===== config.mk =====
export PLATFORM = sky130hd
export DESIGN_NAME = vidc_top
export DESIGN_NICKNAME = d
export VERILOG_FILES = /design/src/vidc_pkg.sv /design/src/vidc_od_pad.sv /design/src/vidc_top.sv
export VERILOG_INCLUDE_DIRS = /design/src /design/src/src
export SDC_FILE = /design/constraint.sdc
export NUM_CORES = 1
export LEC_CHECK = 0
export BUFFER_PORTS_ARGS = -buffer_cell sky130_fd_sc_hd__buf_2
export CAP_MARGIN = 20
export CORE_MARGIN = 3
export CORE_UTILIZATION = 55
export DETAILED_ROUTE_END_ITERATION = 10
export GPL_TIMING_DRIVEN = 0
export HOLD_SLACK_MARGIN = 0.06
export PLACE_DENSITY = 0.86
export SLEW_MARGIN = 20
export SYNTH_ARGS = -nofsm -noshare
export SYNTH_HDL_FRONTEND = slang
export SYNTH_SLANG_ARGS = --single-unit
export TNS_END_PERCENT = 20

===== constraint.sdc =====
create_clock -name sys_clk -period 7.65 [get_ports sys_clk]
set_clock_uncertainty 0.1 [all_clocks]
set_input_delay 0.3825 -clock sys_clk [delete_from_list [all_inputs] [get_ports sys_clk]]
set_output_delay 0.3825 -clock sys_clk [all_outputs]
set_load 0.01 [all_outputs]

===== src/vidc_cfg.svh =====
// Purpose: Constants of the voltage identification code block
// Assumes: 250 MHz system clock
// Notes:   Timing counts are derived from times in their own unit
`ifndef VIDC_CFG_SVH
`define VIDC_CFG_SVH

// Widths of the two codes
`define VIDC_CORE_W          6
`define VIDC_CACHE_W         4
// Highest core level index (62 levels, 12.5 mV apart)
`define VIDC_CORE_MAX_IDX    6'h3D
// Core field values used by the index to code mapping and the off check
`define VIDC_CORE_F_BASE     5'h0A
`define VIDC_CORE_F_SKIP     5'h0B
`define VIDC_CORE_OFF_LOW    5'h1F
// Cache codes: off, and the lowest level (1.100 V)
`define VIDC_CACHE_OFF       4'hF
`define VIDC_CACHE_BASE      4'hE
`define VIDC_CACHE_MAX_SEL   4'hE
// Reset level index of the core code (lowest level)
`define VIDC_CORE_RST_IDX    6'h00
// Core code of the reset level index (0.8375 V)
`define VIDC_CORE_RST_CODE   6'h0A
// Clock period and least dwell between two core steps
`define VIDC_CLK_PERIOD_PS   4000
`define VIDC_STEP_DWELL_NS   5000
`define VIDC_STEP_DWELL_CYC  ((`VIDC_STEP_DWELL_NS * 1000 + `VIDC_CLK_PERIOD_PS - 1) / `VIDC_CLK_PERIOD_PS)
// Cycles spent in boot before the straps are taken
`define VIDC_BOOT_CYC        2'h3

`endif


===== src/vidc_pkg.sv =====
// Purpose: Types of the voltage identification code block
// Assumes: Constants live in vidc_cfg.svh
// Notes:   Nothing here is imported; use vidc_pkg::name
package vidc_pkg;

    // Sequencer states
    typedef enum logic [1:0]
    {
        VIDC_BOOT,
        VIDC_IDLE,
        VIDC_STEP
    } vidc_state_t;

endpackage : vidc_pkg


===== src/vidc_od_pad.sv =====
// Purpose: Open-drain drive and read-back of one voltage code
// Assumes: Pull-ups on the board give the high level
// Notes:   Read-back passes two flip-flops before comparison
`timescale 1ns/1ps
module vidc_od_pad #(
    parameter int W = 6
) (
    // Clock and reset
    input  wire logic         sys_clk,
    input  wire logic         rst,
    input  wire logic         clk_en,
    // Code to present
    input  wire logic [W-1:0] code,
    // Pad signals
    input  wire logic [W-1:0] pad_in,
    output logic      [W-1:0] pad_out,
    output logic      [W-1:0] pad_oe_n,
    // Read-back disagrees with the code
    output logic              mismatch_q
);

    logic [W-1:0] meta_q;
    logic [W-1:0] sync_q;

    // Refuse an empty code at elaboration
    if (W < 1)
    begin : g_bad_w
        $error("vidc_od_pad: W must be at least 1");
    end

    // Per bit: pull low for a zero, release for a one
    for (genvar i = 0; i < W; i++)
    begin : g_bit
        assign pad_out[i]  = 1'b0;
        assign pad_oe_n[i] = code[i];
    end

    // Two-stage read-back synchroniser
    always_ff @(posedge sys_clk or posedge rst)
    begin
        if (rst)
        begin
            meta_q <= '0;
            sync_q <= '0;
        end
        else if (clk_en)
        begin
            meta_q <= pad_in;
            sync_q <= meta_q;
        end
    end

    // Compare settled read-back with the code
    always_ff @(posedge sys_clk or posedge rst)
    begin
        if (rst)
        begin
            mismatch_q <= 1'b0;
        end
        else if (clk_en)
        begin
            mismatch_q <= (sync_q != code);
        end
    end

endmodule : vidc_od_pad


===== src/vidc_top.sv =====
// Purpose: Drives the core and cache voltage codes to the regulators
// Assumes: Straps are pins; the target level comes from logic on sys_clk
// Notes:   Core levels are indices, 0 = 0.8375 V, 61 = 1.6000 V
`timescale 1ns/1ps
`include "vidc_cfg.svh"

module vidc_top #(
    parameter int DWELL_CYC = `VIDC_STEP_DWELL_CYC
) (
    // Clock, reset, enable
    input  wire logic        sys_clk,
    input  wire logic        rst,
    input  wire logic        clk_en,
    // Straps from pins
    input  wire logic [5:0]  default_level_strap,
    input  wire logic [3:0]  cache_level_strap,
    input  wire logic        cache_present_strap,
    // Target core level from on-chip logic
    input  wire logic [5:0]  target_level,
    // Core code pads
    input  wire logic [5:0]  core_voltage_code_bits_in,
    output logic      [5:0]  core_voltage_code_bits_out,
    output logic      [5:0]  core_voltage_code_bits_oe_n,
    // Cache code pads
    input  wire logic [3:0]  cache_voltage_code_bits_in,
    output logic      [3:0]  cache_voltage_code_bits_out,
    output logic      [3:0]  cache_voltage_code_bits_oe_n,
    // Status
    output logic      [5:0]  core_level_q,
    output logic      [5:0]  core_voltage_code_q,
    output logic      [3:0]  cache_voltage_code_q,
    output logic             busy,
    output logic             pad_mismatch
);

    localparam logic [15:0] DWELL_LOAD = 16'(DWELL_CYC - 1);

    vidc_pkg::vidc_state_t state_q;
    logic [1:0]  boot_cnt_q;
    logic [10:0] strap_meta_q;
    logic [10:0] strap_sync_q;
    logic [5:0]  dflt_q;
    logic [5:0]  dflt_d;
    logic [5:0]  goal;
    logic [5:0]  level_d;
    logic [15:0] dwell_q;
    logic        core_mis;
    logic        cache_mis;

    // Refuse a dwell the counter and checks cannot serve
    if (DWELL_CYC < 8 || DWELL_CYC > 65535)
    begin : g_bad_dwell
        $error("vidc_top: DWELL_CYC must be 8 to 65535");
    end

    // Level index to six-bit core code
    function automatic logic [5:0] idx2code(input logic [5:0] k);
        logic [5:0] t;
        logic [4:0] h;
        logic [4:0] f;
        t = k + 6'h01;
        h = t[5:1];
        f = `VIDC_CORE_F_BASE - h - ((h >= `VIDC_CORE_F_SKIP) ? 5'h01 : 5'h00);
        return {~t[0], f};
    endfunction : idx2code

    // Strap synchroniser
    always_ff @(posedge sys_clk or posedge rst)
    begin
        if (rst)
        begin
            strap_meta_q <= '0;
            strap_sync_q <= '0;
        end
        else if (clk_en)
        begin
            strap_meta_q <= {cache_present_strap, cache_level_strap, default_level_strap};
            strap_sync_q <= strap_meta_q;
        end
    end

    // Default clamped to the highest level
    assign dflt_d = (strap_sync_q[5:0] > `VIDC_CORE_MAX_IDX) ? `VIDC_CORE_MAX_IDX
                                                              : strap_sync_q[5:0];
    // Goal never above the default
    assign goal   = (target_level > dflt_q) ? dflt_q : target_level;

    // Sequencer state
    always_ff @(posedge sys_clk or posedge rst)
    begin
        if (rst)
        begin
            state_q    <= vidc_pkg::VIDC_BOOT;
            boot_cnt_q <= 2'h0;
        end
        else if (clk_en)
        begin
            case (state_q)
                vidc_pkg::VIDC_BOOT:
                begin
                    boot_cnt_q <= boot_cnt_q + 2'h1;
                    if (boot_cnt_q == `VIDC_BOOT_CYC)
                    begin
                        state_q <= vidc_pkg::VIDC_IDLE;
                    end
                end
                vidc_pkg::VIDC_IDLE:
                begin
                    if (goal != core_level_q)
                    begin
                        state_q <= vidc_pkg::VIDC_STEP;
                    end
                end
                vidc_pkg::VIDC_STEP:
                begin
                    if (goal == core_level_q && dwell_q == 16'h0)
                    begin
                        state_q <= vidc_pkg::VIDC_IDLE;
                    end
                end
                default:
                begin
                    state_q <= vidc_pkg::VIDC_BOOT;
                end
            endcase
        end
    end

    // Next level: boot load, or one adjacent step
    always_comb
    begin
        level_d = core_level_q;
        if (state_q == vidc_pkg::VIDC_BOOT)
        begin
            if (boot_cnt_q == `VIDC_BOOT_CYC)
            begin
                level_d = dflt_d;
            end
        end
        else if (dwell_q == 16'h0 && goal > core_level_q)
        begin
            level_d = core_level_q + 6'h01;
        end
        else if (dwell_q == 16'h0 && goal < core_level_q)
        begin
            level_d = core_level_q - 6'h01;
        end
    end

    // Default capture at end of boot
    always_ff @(posedge sys_clk or posedge rst)
    begin
        if (rst)
        begin
            dflt_q <= `VIDC_CORE_RST_IDX;
        end
        else if (clk_en && state_q == vidc_pkg::VIDC_BOOT && boot_cnt_q == `VIDC_BOOT_CYC)
        begin
            dflt_q <= dflt_d;
        end
    end

    // Core level and its code
    always_ff @(posedge sys_clk or posedge rst)
    begin
        if (rst)
        begin
            core_level_q        <= `VIDC_CORE_RST_IDX;
            core_voltage_code_q <= `VIDC_CORE_RST_CODE;
        end
        else if (clk_en)
        begin
            core_level_q        <= level_d;
            core_voltage_code_q <= idx2code(level_d);
        end
    end

    // Dwell timer between steps
    always_ff @(posedge sys_clk or posedge rst)
    begin
        if (rst)
        begin
            dwell_q <= 16'h0;
        end
        else if (clk_en)
        begin
            if (state_q != vidc_pkg::VIDC_BOOT && level_d != core_level_q)
            begin
                dwell_q <= DWELL_LOAD;
            end
            else if (dwell_q != 16'h0)
            begin
                dwell_q <= dwell_q - 16'h1;
            end
        end
    end

    // Cache code fixed at boot from the configuration straps
    always_ff @(posedge sys_clk or posedge rst)
    begin
        if (rst)
        begin
            cache_voltage_code_q <= `VIDC_CACHE_OFF;
        end
        else if (clk_en && state_q == vidc_pkg::VIDC_BOOT && boot_cnt_q == `VIDC_BOOT_CYC)
        begin
            if (!strap_sync_q[10])
            begin
                cache_voltage_code_q <= `VIDC_CACHE_OFF;
            end
            else if (strap_sync_q[9:6] > `VIDC_CACHE_MAX_SEL)
            begin
                cache_voltage_code_q <= 4'h0;
            end
            else
            begin
                cache_voltage_code_q <= `VIDC_CACHE_BASE - strap_sync_q[9:6];
            end
        end
    end

    assign busy         = (state_q != vidc_pkg::VIDC_IDLE);
    assign pad_mismatch = core_mis | cache_mis;

    // Open-drain pads of both codes
    vidc_od_pad #(.W(6)) u_core_pad (
        .sys_clk    (sys_clk),
        .rst        (rst),
        .clk_en     (clk_en),
        .code       (core_voltage_code_q),
        .pad_in     (core_voltage_code_bits_in),
        .pad_out    (core_voltage_code_bits_out),
        .pad_oe_n   (core_voltage_code_bits_oe_n),
        .mismatch_q (core_mis)
    );

    vidc_od_pad #(.W(4)) u_cache_pad (
        .sys_clk    (sys_clk),
        .rst        (rst),
        .clk_en     (clk_en),
        .code       (cache_voltage_code_q),
        .pad_in     (cache_voltage_code_bits_in),
        .pad_out    (cache_voltage_code_bits_out),
        .pad_oe_n   (cache_voltage_code_bits_oe_n),
        .mismatch_q (cache_mis)
    );
endmodule : vidc_top


# Yosys cells after proc, flatten, opt, wreduce, memory -nomap -nowiden
# Cells that the tools add are included.
[word_totals]
register_bits = 86
wordCells = 72
[classes]
addsub = 8
magnitude_cmp = 6
eq_ne = 12
mux = 15
n_bitwise = 2
n_reduce_logical = 14
[op_table]
columns = ["operator", "count"]
rows = [
  ["two-way mux 6 bit", 6],
  ["two-way mux 16 bit", 2],
  ["!= test 6 bit", 3],
  ["zero test 16 bit", 1],
  ["nonzero test 16 bit", 1],
  ["subtractor 16 x 1 -> 16 bit, second input constant", 1],
  ["adder 6 x 1 -> 6 bit, second input constant", 2],
  ["greater-than comparator 6 bit", 2],
  ["two-way mux 4 bit", 2],
  ["== test 6 bit", 1],
  ["greater-than comparator 6 bit, second input constant", 1],
  ["logical AND 1 bit", 6],
  ["< comparator 6 bit", 1],
  ["two-way mux 2 bit", 3],
  ["!= test 2 bit, second input constant", 3],
  ["one-hot mux 2 bit (3 select lines)", 1],
  ["subtractor 6 x 1 -> 6 bit, second input constant", 1],
  [">= comparator 5 x 4 -> 1 bit, second input constant", 1],
  ["subtractor 4 x 5 -> 5 bit, first input constant", 1],
  ["subtractor 5 x 1 -> 5 bit", 1],
  ["== test 2 bit, second input constant", 2],
  ["greater-than comparator 4 bit, second input constant", 1],
  ["!= test 4 bit", 1],
  ["AND reduction 2 bit", 2],
  ["other kinds (10)", 11],
]

# Logic depth before layout (Yosys ltp)
# Gate-level depths: netlist (run 1).
[depth]
word_depth = 11
depth_mapped = 31
ltp_nobuf = 29

# Hierarchy
# From an unflattened synthesis (run 1), not the netlist that was laid out.
[unflattened]
hier_cells = 455
hier_area_um2 = 4782.1
[modules_own_cells]
columns = ["module", "instances", "cells_per_inst", "area_each_um2", "seq_area_each_um2"]
rows = [
  ["vidc_top", 1, 371, 3701.0, 1584.0],
  ["vidc_od_pad at u_core_pad", 1, 49, 643.1, 325.3],
  ["vidc_od_pad at u_cache_pad", 1, 35, 437.9, 225.2],
]

# Worst setup path after synthesis (run 1)
# No wires, ideal clock.
[synth_path]
kind = "input to register"
from = "in target_level[1]"
to = "reg core_voltage_code_q[3]"
setup_time_ns = 0.082
t_arrival_ns = 5.453
slack_ns = 2.014
cell_stages = 28
path_buffers = 2
path_cell_list = "ha_1 nor2b_1 o21a_1 o21ai_0 nand2b_1 a21oi_1 nor2b_1 o22ai_1 clkbuf_1 o21ai_0 ha_1 and4_1 and3_1 clkbuf_1 a311oi_1 o41a_1 and2_4 and4bb_1 xnor2_1 ha_1 o21ai_0 a21oi_1 nor2_1 ha_1 ha_1 fa_1 xnor2_1 mux2_2"
[synth_between]
elab_chain_cells = 11
elab_cells_between_ends = 14
classes_between = "3 x add/sub; 4 x order compare; 5 x mux; 2 x reduce/logical"
[synth_lines]
columns = ["item", "line_no", "rtl"]
rows = [
  ["from (decl)", "vidc_top.sv:19", "input wire logic [5:0] target_level,"],
  ["greater-than comparator 6 bit", "vidc_top.sv:86", "assign goal = (target_level > dflt_q) ? dflt_q : target_level;"],
  ["two-way mux 6 bit (*)", "vidc_top.sv:86", ""],
  ["< comparator 6 bit", "vidc_top.sv:144", "else if (dwell_q == 16'h0 && goal < core_level_q)"],
  ["logical AND 1 bit", "vidc_top.sv:144", ""],
  ["two-way mux 6 bit", "vidc_top.sv:144", ""],
  ["two-way mux 6 bit (*)", "vidc_top.sv:140", "else if (dwell_q == 16'h0 && goal > core_level_q)"],
  ["two-way mux 6 bit (*)", "vidc_top.sv:133", "if (state_q == vidc_pkg::VIDC_BOOT)"],
  ["adder 6 x 1 -> 6 bit (*)", "vidc_top.sv:61", "t = k + 6'h01;"],
  [">= comparator 5 x 4 -> 1 bit (no source line)", "-", ""],
  ["two-way mux 1 bit", "vidc_top.sv:63", "f = `VIDC_CORE_F_BASE - h - ((h >= `VIDC_CORE_F_SKIP) ? 5'h01 : 5'h00);"],
  ["subtractor 5 x 1 -> 5 bit (no source line) (*)", "-", ""],
  ["to (signal assigned)", "vidc_top.sv:169", "core_voltage_code_q <= `VIDC_CORE_RST_CODE;"],
  ["to (signal assigned)", "vidc_top.sv:174", "core_voltage_code_q <= idx2code(level_d);"],
  ["to (decl)", "vidc_top.sv:30", "output logic [5:0] core_voltage_code_q,"],
]
# Every way passes the cells marked *; elsewhere a longest branch is shown, timed or not.
# A chain may end at the register's enable or synchronous reset.

# Final worst setup path (run 1)
[layout_path]
from = "reg dflt_q[1]"
to = "reg core_voltage_code_q[3]"
[layout_between]
elab_chain_cells = 11
elab_cells_between_ends = 14
classes_between = "3 x add/sub; 4 x order compare; 5 x mux; 2 x reduce/logical"
[layout_lines]
columns = ["item", "line_no", "rtl"]
rows = [
  ["from (decl)", "vidc_top.sv:42", "logic [5:0] dflt_q;"],
  ["from (signal assigned)", "vidc_top.sv:155", "dflt_q <= `VIDC_CORE_RST_IDX;"],
  ["from (signal assigned)", "vidc_top.sv:159", "dflt_q <= dflt_d;"],
  ["greater-than comparator 6 bit", "vidc_top.sv:86", ""],
  ["two-way mux 6 bit (*)", "vidc_top.sv:86", ""],
  ["< comparator 6 bit", "vidc_top.sv:144", ""],
  ["logical AND 1 bit", "vidc_top.sv:144", ""],
  ["two-way mux 6 bit", "vidc_top.sv:144", ""],
  ["two-way mux 6 bit (*)", "vidc_top.sv:140", ""],
  ["two-way mux 6 bit (*)", "vidc_top.sv:133", ""],
  ["adder 6 x 1 -> 6 bit (*)", "vidc_top.sv:61", ""],
  [">= comparator 5 x 4 -> 1 bit (no source line)", "-", ""],
  ["two-way mux 1 bit", "vidc_top.sv:63", ""],
  ["subtractor 5 x 1 -> 5 bit (no source line) (*)", "-", ""],
]
# Marks and branches as above.

==> run_results.csv, run 1 <==
group,metric,value,unit
floorplan,chipHeight,99.2,µm
floorplan,io_pins,68,
power,sw_frac_of_total,40.6,%
setup_path,path_common_cell,"ha_1",
setup_path,crit_path_end_kind,"flop",
synthesis,yosys_warnings,0,
timing,fin_crit,6.43,ns
setup_path,arrival,6.63,ns
clocking,clk_latency,0.37,ns
finish,syn_to_final_growth,15.6,%
drt,routed_wirelength,10300,µm
min_path,hold_class,"input pin to flop",
synthesis,synth_edf_count,0,
floorplan,start_util,57.3,%
synthesis,yosysMostFrequentCell,"dfrtp_1",
setup_path,slowest_stage,"o41a_1",
timing,min_period_over_period,84.1,%
floorplan,die_area,9840,µm²
drt,ant_nets,0,
synthesis,ys_top_cells_by_area,"dfrtp_1 41%, mux2_2 11%, ha_1 5.8%, o21ai_0 3.8%, buf_4 3.5%",
outcome,status,"finished, final reports clean",
placed_design,dp_hpwl,7610,µm
synthesis,netlist_instances,456,
global_routing,antenna_found_initial,0,
global_routing,grt_overflow,0,
global_routing,grt_use_total,21.9,%
synthesis,syn_area_per_cell,10.5,µm²
finish,drive_gt1_share,31.3,%
timing,max_freq,155,MHz
clocking,cts_buffer_depth,2,
synthesis,synth_top_area_share,41.4,%
placed_design,io_buffer_count,57,
drt,drc,0,
placed_design,routabilityCongestion,0.934,
drt,drt_iter0_markers,308,
setup_path,cp.buffers_inverters,3,
clocking,cts_buffers,9,
timing,tightest_slew,0.599,ns
global_routing,grt_first_pass_wirelength,17300,µm
timing,rsz0062_at_grt,"no",
synthesis,synthTopCellsByCount,"79 x dfrtp_1, 46 x mux2_2, 40 x nand2_1, 36 x o21ai_0, 31 x nor2_1",
clocking,clkTransAtPathRegs,0.09,ns
power,pwr-share-comb,48.3,%
setup_path,required,7.85,ns
global_routing,grt_max_degree,50,
power,leakagePower,2.55,nW
floorplan,num_rows,33,
synthesis,async_flop_share,100,%
timing,setup_viol,0,
synthesis,netlist_area,4780,µm²
synthesis,ys_types,59,
clocking,numClockSinks,85,
setup_path,worst-setup-path-type,"flop to flop",
finish,num-nets-final,588,
drt,num_vias,3657,
setup_path,r2r_slack,1.22,ns
floorplan,core,8340,µm²
power,p_per_area,400,nW/µm²
clocking,cts-root-buf,"clkbuf_8",
floorplan,die_x,99.2,µm
power,pwr-share-seq,33.5,%
drt,first_pass_iters,5,
timing,tns,0,ns
clocking,cts_tree,"done",
synthesis,yosysTopAreaCell,"dfrtp_1",
setup_path,cpPeakStageDelay,0.43,ns
drt,wl_per_cell,15.9,µm
synthesis,yosysSeqAreaShare,44.7,%
power,irDropWorstVdd,0.215,mV
timing,slew_violations,0,
setup_path,cp_max_fo,10,
finish,diodes,0,
power,power.internal,0.00131,W
synthesis,synth-seq-cells,85,
synthesis,synthFlopType,"dfrtp_1",
global_routing,grt_pass1_vias,3553,
timing,slew_headroom,60.0,%
clocking,ctsHtreeMaxLevel,3,
setup_path,worstSetupStartpointType,"flop",
setup_path,crit_family,"compound AO/OA/AOI/OAI gates",
power,clkPwrFrac,18.2,%
power,switchingPower,0.000897,W
clocking,cts_setup_buffers,0,
drt,viasPerCell,5.67,
timing,hold_viol_final,0,
finish,post-route-util,66.2,%
run,drv_cap,0,
[power by group through the flow]
stage                     clock network [W]  registers (W)  logic [W]
after floorplan                           0       0.000727   0.000782
after global placement                    0       0.000738   0.000998
after detailed placement                  0       0.000746    0.00105
after CTS                          0.000405       0.000739    0.00107
after global routing               0.000425       0.000763    0.00119
final                              0.000402       0.000741    0.00107
[through the flow]
step	std cells	setup slack (ns)	instance area, µm²	power [W]	hold WS [ns]
after detailed placement	628	1.23	5260	0.00180	0.346
final	645	1.22	5520	0.00221	0.142
after CTS	645	1.28	5520	0.00221	0.133
after global routing	645	0.865	5520	0.00238	0.133
after floorplan	465	2.01	4810	0.00151	0.347
after global placement	627	1.46	5230	0.00174	0.367
[layer usage]
layer / up-vias / wire (µm) / GRT usage (%)
met1: 1740 / 4330 / 29.6
met4: 0 / 246 / 8.82
met3: 25 / 692 / 3.72
met2: 152 / 5000 / 35.3
li1: 1740 / - / -
met5: - / 0 / 0
[repair_timing]
action,in CTS,in global routing
resized for setup,0,0
endpoints found under the setup margin,0,0
hold buffers,1,0
hold endpoints to repair,34,0
[sequential cells by signal (all words and copies together), names as in the netlist, 4 cells and up]
| signal | flops |
|---|---|
| dwell_q | 16 |
| strap_meta_q | 11 |
| strap_sync_q | 11 |
| core_level_q | 6 |
| dflt_q | 6 |
| u_core_pad.meta_q | 6 |
| u_core_pad.sync_q | 6 |
| core_voltage_code_q | 5 |
| cache_voltage_code_q | 4 |
| u_cache_pad.meta_q | 4 |
| u_cache_pad.sync_q | 4 |
[cell type report]
class / instances / area (µm²)
Buffer: 37 / 245
Clock buffer: 10 / 138
Clock inverter: 6 / 119
Multi-Input combinational cell: 322 / 2350
Tap cell: 105 / 131
Timing Repair Buffer: 59 / 323
Fill cell: 629 / 2820
Inverter: 21 / 81.3
Sequential cell: 85 / 2130
[worst paths after layout]
path | cells past startpoint | startpoint | endpoint
hold reg to reg | 1 | u_cache_pad.meta_q[2] | u_cache_pad.meta_q[2]
setup reg to reg | 29 | dflt_q[1] | core_voltage_code_q[3]
max in group asynchronous | 4 | rst | cache_voltage_code_q[2]
hold / removal | 2 | cache_level_strap[1] | strap_meta_q[7]
min in group asynchronous | 3 | rst | u_core_pad.meta_q[0]
setup / recovery | 29 | dflt_q[1] | core_voltage_code_q[3]
[cells in the final DEF (no fill, tap or decap), drive strengths merged, types with 2 or more instances in the layout]
cell,netlist,routed
and3,5,5
a21oi,12,12
a41oi,2,2
or3,3,3
inv,21,22
mux2,47,47
o31ai,4,4
a31oi,6,6
or2,2,2
nand4,6,6
nor4,10,10
a21bo,2,2
xnor2,12,12
nand2b,3,3
nor3,9,9
ha,22,22
and4,3,3
bufinv,0,3
buf,27,85
nand2,40,40
conb,1,10
nand3,16,16
clkinv,0,2
nor2b,3,3
dfrtp,79,79
o21ai,37,37
nor2,32,32
mux2i,5,5
clkbuf,10,20
dfstp,6,6
xor2,13,13
[cells by family (layout without fill, tap and decap cells)]
family	after synthesis	in the layout	synth area share, %
multiplexers	52	52	12.2
AO/OA/AOI/OAI	75	75	9.93
other	1	10	0.0785
flip-flops	85	85	44.7
AND/OR/NAND/NOR	137	137	15.4
XOR/XNOR	25	25	4.74
adder cells (fa/ha/maj)	23	23	6.18
buffers and inverters	58	133	6.79
No activity file was read; power rests on OpenSTA's default activity.
==> run 2, diff against run 1 <==
--- a/config.mk
+++ b/config.mk
@@ -9,11 +9,11 @@
 export BUFFER_PORTS_ARGS = -buffer_cell sky130_fd_sc_hd__buf_2
 export CAP_MARGIN = 20
 export CORE_MARGIN = 3
-export CORE_UTILIZATION = 55
+export CORE_UTILIZATION = 52
 export DETAILED_ROUTE_END_ITERATION = 10
 export GPL_TIMING_DRIVEN = 0
 export HOLD_SLACK_MARGIN = 0.06
-export PLACE_DENSITY = 0.86
+export PLACE_DENSITY = 0.85
 export SLEW_MARGIN = 20
 export SYNTH_ARGS = -nofsm -noshare
 export SYNTH_HDL_FRONTEND = slang
==> constraint.sdc (replaced) <==
create_clock -name sys_clk -period 5.9 [get_ports sys_clk]
set_clock_uncertainty 0.1 [all_clocks]
set_input_delay 0.295 -clock sys_clk [delete_from_list [all_inputs] [get_ports sys_clk]]
set_output_delay 0.295 -clock sys_clk [all_outputs]
set_load 0.01 [all_outputs]
==> run_results.csv, run 2 (same netlist as run 1, synthesis figures left out) <==
group,metric,value,unit
drt,routed_wirelength,10700,µm
finish,fin_area,5620,µm²
clocking,clkTransAtPathRegs,0.08,ns
power,irDropWorstVdd,0.259,mV
timing,max_freq,175,MHz
floorplan,die_area,10400,µm²
power,leakagePower,2.57,nW
clocking,clk_latency,0.35,ns
global_routing,grt_pass1_vias,3661,
floorplan,io_pins,68,
timing,fin_crit,5.72,ns
global_routing,grt_max_degree,52,
timing,hold_viol_final,0,
outcome,status,"finished, final reports clean",
drt,wl_per_cell,16.3,µm
placed_design,dp_hpwl,7700,µm
drt,drt_iter0_markers,240,
setup_path,crit_path_end_kind,"flop",
setup_path,arrival,5.90,ns
drt,first_pass_iters,5,
placed_design,io_buffer_count,57,
timing,finalWorstSetupSlack,0.175,ns
run,drv_cap,0,
placed_design,post-place-ws,-0.378,ns
setup_path,cp_max_fo,10,
floorplan,core,8810,µm²
clocking,cts_tree,"done",
global_routing,grt_first_pass_wirelength,17400,µm
global_routing,use_met1,28.2,%
setup_path,required,6.07,ns
finish,drive_gt1_share,34.8,%
setup_path,worstSetupStartpointType,"flop",
global_routing,grt.busiest_layer,"met2",
floorplan,die_x,102,µm
global_routing,grtUsageMet3,3.75,%
power,total_power,0.00292,W
timing,min_period_over_period,97.0,%
drt,ant_nets,0,
finish,layout_common_cells,"79 x dfrtp_1, 58 x buf_2, 46 x mux2_2",
timing,slew_headroom,58.9,%
finish,layout.cells.most_common,"dfrtp_1",
finish,diodes,0,
finish,largest_register_ff_count,16,
timing,tightest_slew,0.617,ns
setup_path,cp.buffers_inverters,3,
setup_path,slowest_stage,"fa_1",
finish,largestRegisters,"dwell_q x16, strap_meta_q x11, strap_sync_q x11",
timing,setup_viol,0,
finish,num-nets-final,598,
drt,viasPerCell,5.77,
setup_path,worst-setup-path-type,"flop to flop",
setup_path,r2r_slack,0.18,ns
global_routing,antenna_found_initial,0,
global_routing,grt_use_total,21.2,%
power,p_per_area,520,nW/µm²
global_routing,grtUsageMet2,35.6,%
setup_path,cpPeakStageDelay,0.38,ns
drt,drc,0,
clocking,ctsHtreeMaxLevel,3,
placed_design,routabilityCongestion,0.944,
finish,top_register,"dwell_q",
timing,slew_violations,0,
global_routing,grt_overflow,0,
clocking,cts_buffer_depth,2,
timing,tns,0,ns
floorplan,start_util,54.2,%
finish,multi_input_area,2450,µm²
setup_path,path_common_cell,"ha_1",
clocking,cts-root-buf,"clkbuf_8",
placed_design,place_area,5260,µm²
finish,post-route-util,63.8,%
min_path,hold_class,"input pin to flop",
setup_path,crit_family,"compound AO/OA/AOI/OAI gates",
drt,num_vias,3788,
clocking,numClockSinks,85,
finish,syn_to_final_growth,17.6,%
finish,seq_area,2130,µm²
finish,nFillCells,691,
clocking,cts_buffers,9,
floorplan,chipHeight,102,µm
floorplan,num_rows,34,
==> run 2: metrics by stage <==
stage / hold slack, ns / cells
after floorplan: 0.347 / 465
after global placement: 0.366 / 630
after detailed placement: 0.243 / 631
after CTS: 0.0601 / 650
after global routing: 0.0695 / 657
final: 0.0748 / 657
==> run 2: path summary, 6_finish.rpt <==
check / start / cells after the start / end
worst max-delay path: dflt_q[1] / 29 / core_voltage_code_q[3]
worst max register to register: dflt_q[1] / 29 / core_voltage_code_q[3]
worst min register to register: strap_sync_q[10] / 1 / cache_voltage_code_q[1]
max in group asynchronous: rst / 4 / cache_voltage_code_q[0]
min in group asynchronous: rst / 3 / core_voltage_code_q[0]
worst min-delay path: cache_voltage_code_bits_in[0] / 2 / u_cache_pad.meta_q[0]
==> run 2: power by group <==
group	total, W	switching (W)	internal, W
sequential	0.000965	0.000195	0.000770
combinational	0.00161	0.000831	0.000774
clock	0.000350	0.000188	0.000161
==> run 2: repair_timing <==
item | in CTS | in global routing
hold buffers | 4 | 0
endpoints found under the setup margin | 3 | 3
hold endpoints to repair | 35 | 0
pin swaps | 1 | 8
resized for setup | 6 | 20
buffers inserted | 1 | 7
==> run 2: layout make-up <==
cell class,instances,area share (%)
Tap cell,108,2.41
Sequential cell,85,38.0
Inverter,21,1.45
Clock buffer,13,2.65
Timing Repair Buffer,70,7.35
Buffer,36,4.43
Clock inverter,2,0.178
Multi-Input combinational cell,322,43.5
==> run 2: layer usage <==
metal	wire length (µm)	vias to the layer above
li1	-	1752
met3	631	29
met5	0	-
met2	5210	156
met4	267	0
met1	4620	1851
==> run 3, diff against run 2 <==
--- a/config.mk
+++ b/config.mk
@@ -9,11 +9,13 @@
 export BUFFER_PORTS_ARGS = -buffer_cell sky130_fd_sc_hd__buf_2
 export CAP_MARGIN = 20
 export CORE_MARGIN = 3
-export CORE_UTILIZATION = 52
+export CORE_UTILIZATION = 31
+export CTS_CLUSTER_DIAMETER = 200
 export DETAILED_ROUTE_END_ITERATION = 10
+export GPL_ROUTABILITY_DRIVEN = 0
 export GPL_TIMING_DRIVEN = 0
 export HOLD_SLACK_MARGIN = 0.06
-export PLACE_DENSITY = 0.85
+export PLACE_DENSITY = 0.59
 export SLEW_MARGIN = 20
 export SYNTH_ARGS = -nofsm -noshare
 export SYNTH_HDL_FRONTEND = slang
==> run_results.csv, run 3 (same netlist as run 1, synthesis figures left out) <==
group,metric,value,unit
outcome,status,"finished, final reports clean",
floorplan,chipHeight,130,µm
power,switchingPower,0.00122,W
power,pwr-share-comb,50.9,%
drt,num_vias,3624,
global_routing,grt_pass1_vias,3636,
timing,max_freq,178,MHz
drt,routed_wirelength,10800,µm
setup_path,path_common_cell,"ha_1",
setup_path,cp_max_fo,6,
clocking,cts_buffer_depth,2,
power,sw_frac_of_total,40.1,%
timing,slew_violations,0,
finish,largestRegisters,"dwell_q x16, strap_meta_q x11, strap_sync_q x11",
power,total_power,0.00304,W
floorplan,core,14800,µm²
power,leakagePower,2.60,nW
timing,tns,0,ns
floorplan,io_pins,68,
drt,drc,0,
global_routing,grt_use_total,13.4,%
finish,layout.cells.most_common,"dfrtp_1",
power,irDropWorstVdd,0.239,mV
clocking,clkTransAtPathRegs,0.07,ns
timing,fin_crit,5.61,ns
floorplan,start_util,32.2,%
timing,min_period_over_period,95.2,%
placed_design,dp_hpwl,7960,µm
setup_path,arrival,5.73,ns
power,pwr-share-seq,31.7,%
finish,final_cells,732,
setup_path,cpPeakStageDelay,0.43,ns
finish,post-route-util,39.2,%
finish,drive_gt1_share,35.9,%
drt,drt_iter0_markers,132,
placed_design,place_area,5360,µm²
floorplan,die_x,130,µm
power,clkPwrFrac,17.4,%
clocking,cts_tree,"done",
power,power.internal,0.00182,W
finish,syn_to_final_growth,21.5,%
setup_path,worst-setup-path-type,"flop to flop",
global_routing,grt_first_pass_wirelength,18000,µm
timing,slew_headroom,59.9,%
min_path,hold_class,"input pin to flop",
clocking,clk_latency,0.34,ns
power,p_per_area,523,nW/µm²
setup_path,crit_path_end_kind,"flop",
placed_design,dp_cells,707,
global_routing,grt_max_degree,56,
clocking,cts-root-buf,"clkbuf_16",
clocking,cts_buffers,9,
placed_design,io_buffer_count,57,
run,drv_cap,0,
floorplan,die_area,16900,µm²
clocking,ctsHtreeMaxLevel,3,
drt,wl_per_cell,14.8,µm
finish,layout_common_cells,"79 x dfrtp_1, 59 x buf_2, 46 x mux2_2",
global_routing,grt_overflow,0,
drt,viasPerCell,4.95,
finish,top_register,"dwell_q",
setup_path,crit_family,"adder cells",
timing,hold_viol_final,0,
finish,fin_area,5800,µm²
setup_path,required,6.02,ns
setup_path,slowest_stage,"o41a_1",
drt,ant_nets,0,
timing,setup_viol,0,
finish,diodes,0,
setup_path,cp.buffers_inverters,2,
floorplan,num_rows,44,
clocking,numClockSinks,85,
setup_path,worstSetupStartpointType,"flop",
global_routing,antenna_found_initial,0,
drt,first_pass_iters,4,
finish,num-nets-final,596,
timing,tightest_slew,0.601,ns
finish,largest_register_ff_count,16,
finish,nFillCells,1451,
finish,seq_area,2130,µm²
finish,multi_input_area,2440,µm²
==> run 3: repair_timing <==
action | in CTS | in global routing
gates cloned | 1 | 0
endpoints found under the hold margin | 30 | 0
endpoints found under the setup margin | 3 | 3
pin swaps | 2 | 9
gates resized for setup | 10 | 16
setup buffers | 1 | 7
hold buffers | 1 | 0
==> run 3: worst paths after layout <==
kind	from	to	slack (ns)	cells past startpoint
worst max-delay path	dflt_q[1]	core_voltage_code_q[2]	0.29	27
worst min-delay path	cache_level_strap[0]	strap_meta_q[6]	0.08	2
worst max register to register	dflt_q[1]	core_voltage_code_q[2]	0.29	27
worst min register to register	boot_cnt_q[0]	boot_cnt_q[0]	0.38	1
max in group asynchronous	rst	cache_voltage_code_q[0]	4.62	4
min in group asynchronous	rst	u_core_pad.meta_q[2]	0.42	3
==> run 3: layout make-up <==
cell class | instances | area share (%)
Clock inverter | 5 | 0.625
Clock buffer | 11 | 4.18
Sequential cell | 85 | 36.8
Timing Repair Buffer | 68 | 6.68
Tap cell | 184 | 3.97
Inverter | 21 | 1.40
Buffer | 36 | 4.23
Multi-Input combinational cell | 322 | 42.1
==> run 3: routing by layer <==
layer | global-route usage, % | share of wire [%]
met1 | 17.8 | 47
met2 | 21.2 | 47
met3 | 3.60 | 4.7
met4 | 4.28 | 1.3
met5 | 0 | 0
==> run 3: worst reg2reg max path, stage by stage (launching register included) <==
cell and delay, ns:
dfrtp_1 0.36, inv_1 0.11, ha_1 0.25, nor2b_1 0.13, o21a_1 0.16, o21ai_1 0.13
nand2b_1 0.07, a21oi_1 0.15, nor2b_1 0.07, o22ai_2 0.20, buf_2 0.18, o21ai_0 0.10
ha_1 0.30, and4_2 0.26, and3_4 0.25, a311oi_2 0.07, o41a_1 0.43, and2_4 0.19
and4bb_2 0.25, xnor2_2 0.15, ha_1 0.19, o21ai_0 0.15, a21oi_1 0.09, nor2_1 0.10
ha_1 0.16, ha_2 0.18, fa_2 0.43, mux2_2 0.27
==> run 3: power groups by stage <==
stage	Clock (W)	Sequential, W	Combinational (W)
floorplan	0	0.000942	0.00101
global placement	0	0.000962	0.00131
detailed placement	0	0.000974	0.00135
CTS	0.000547	0.000964	0.00143
global route	0.000578	0.000996	0.00173
finish	0.000528	0.000963	0.00155
==> run 3: per-stage QoR <==
step	worst slack (ns)	hold WS [ns]
floorplan	0.296	0.347
global placement	-0.250	0.367
detailed placement	-0.409	0.236
CTS	0.0678	0.0730
global route	-0.0216	0.0726
finish	0.285	0.0825
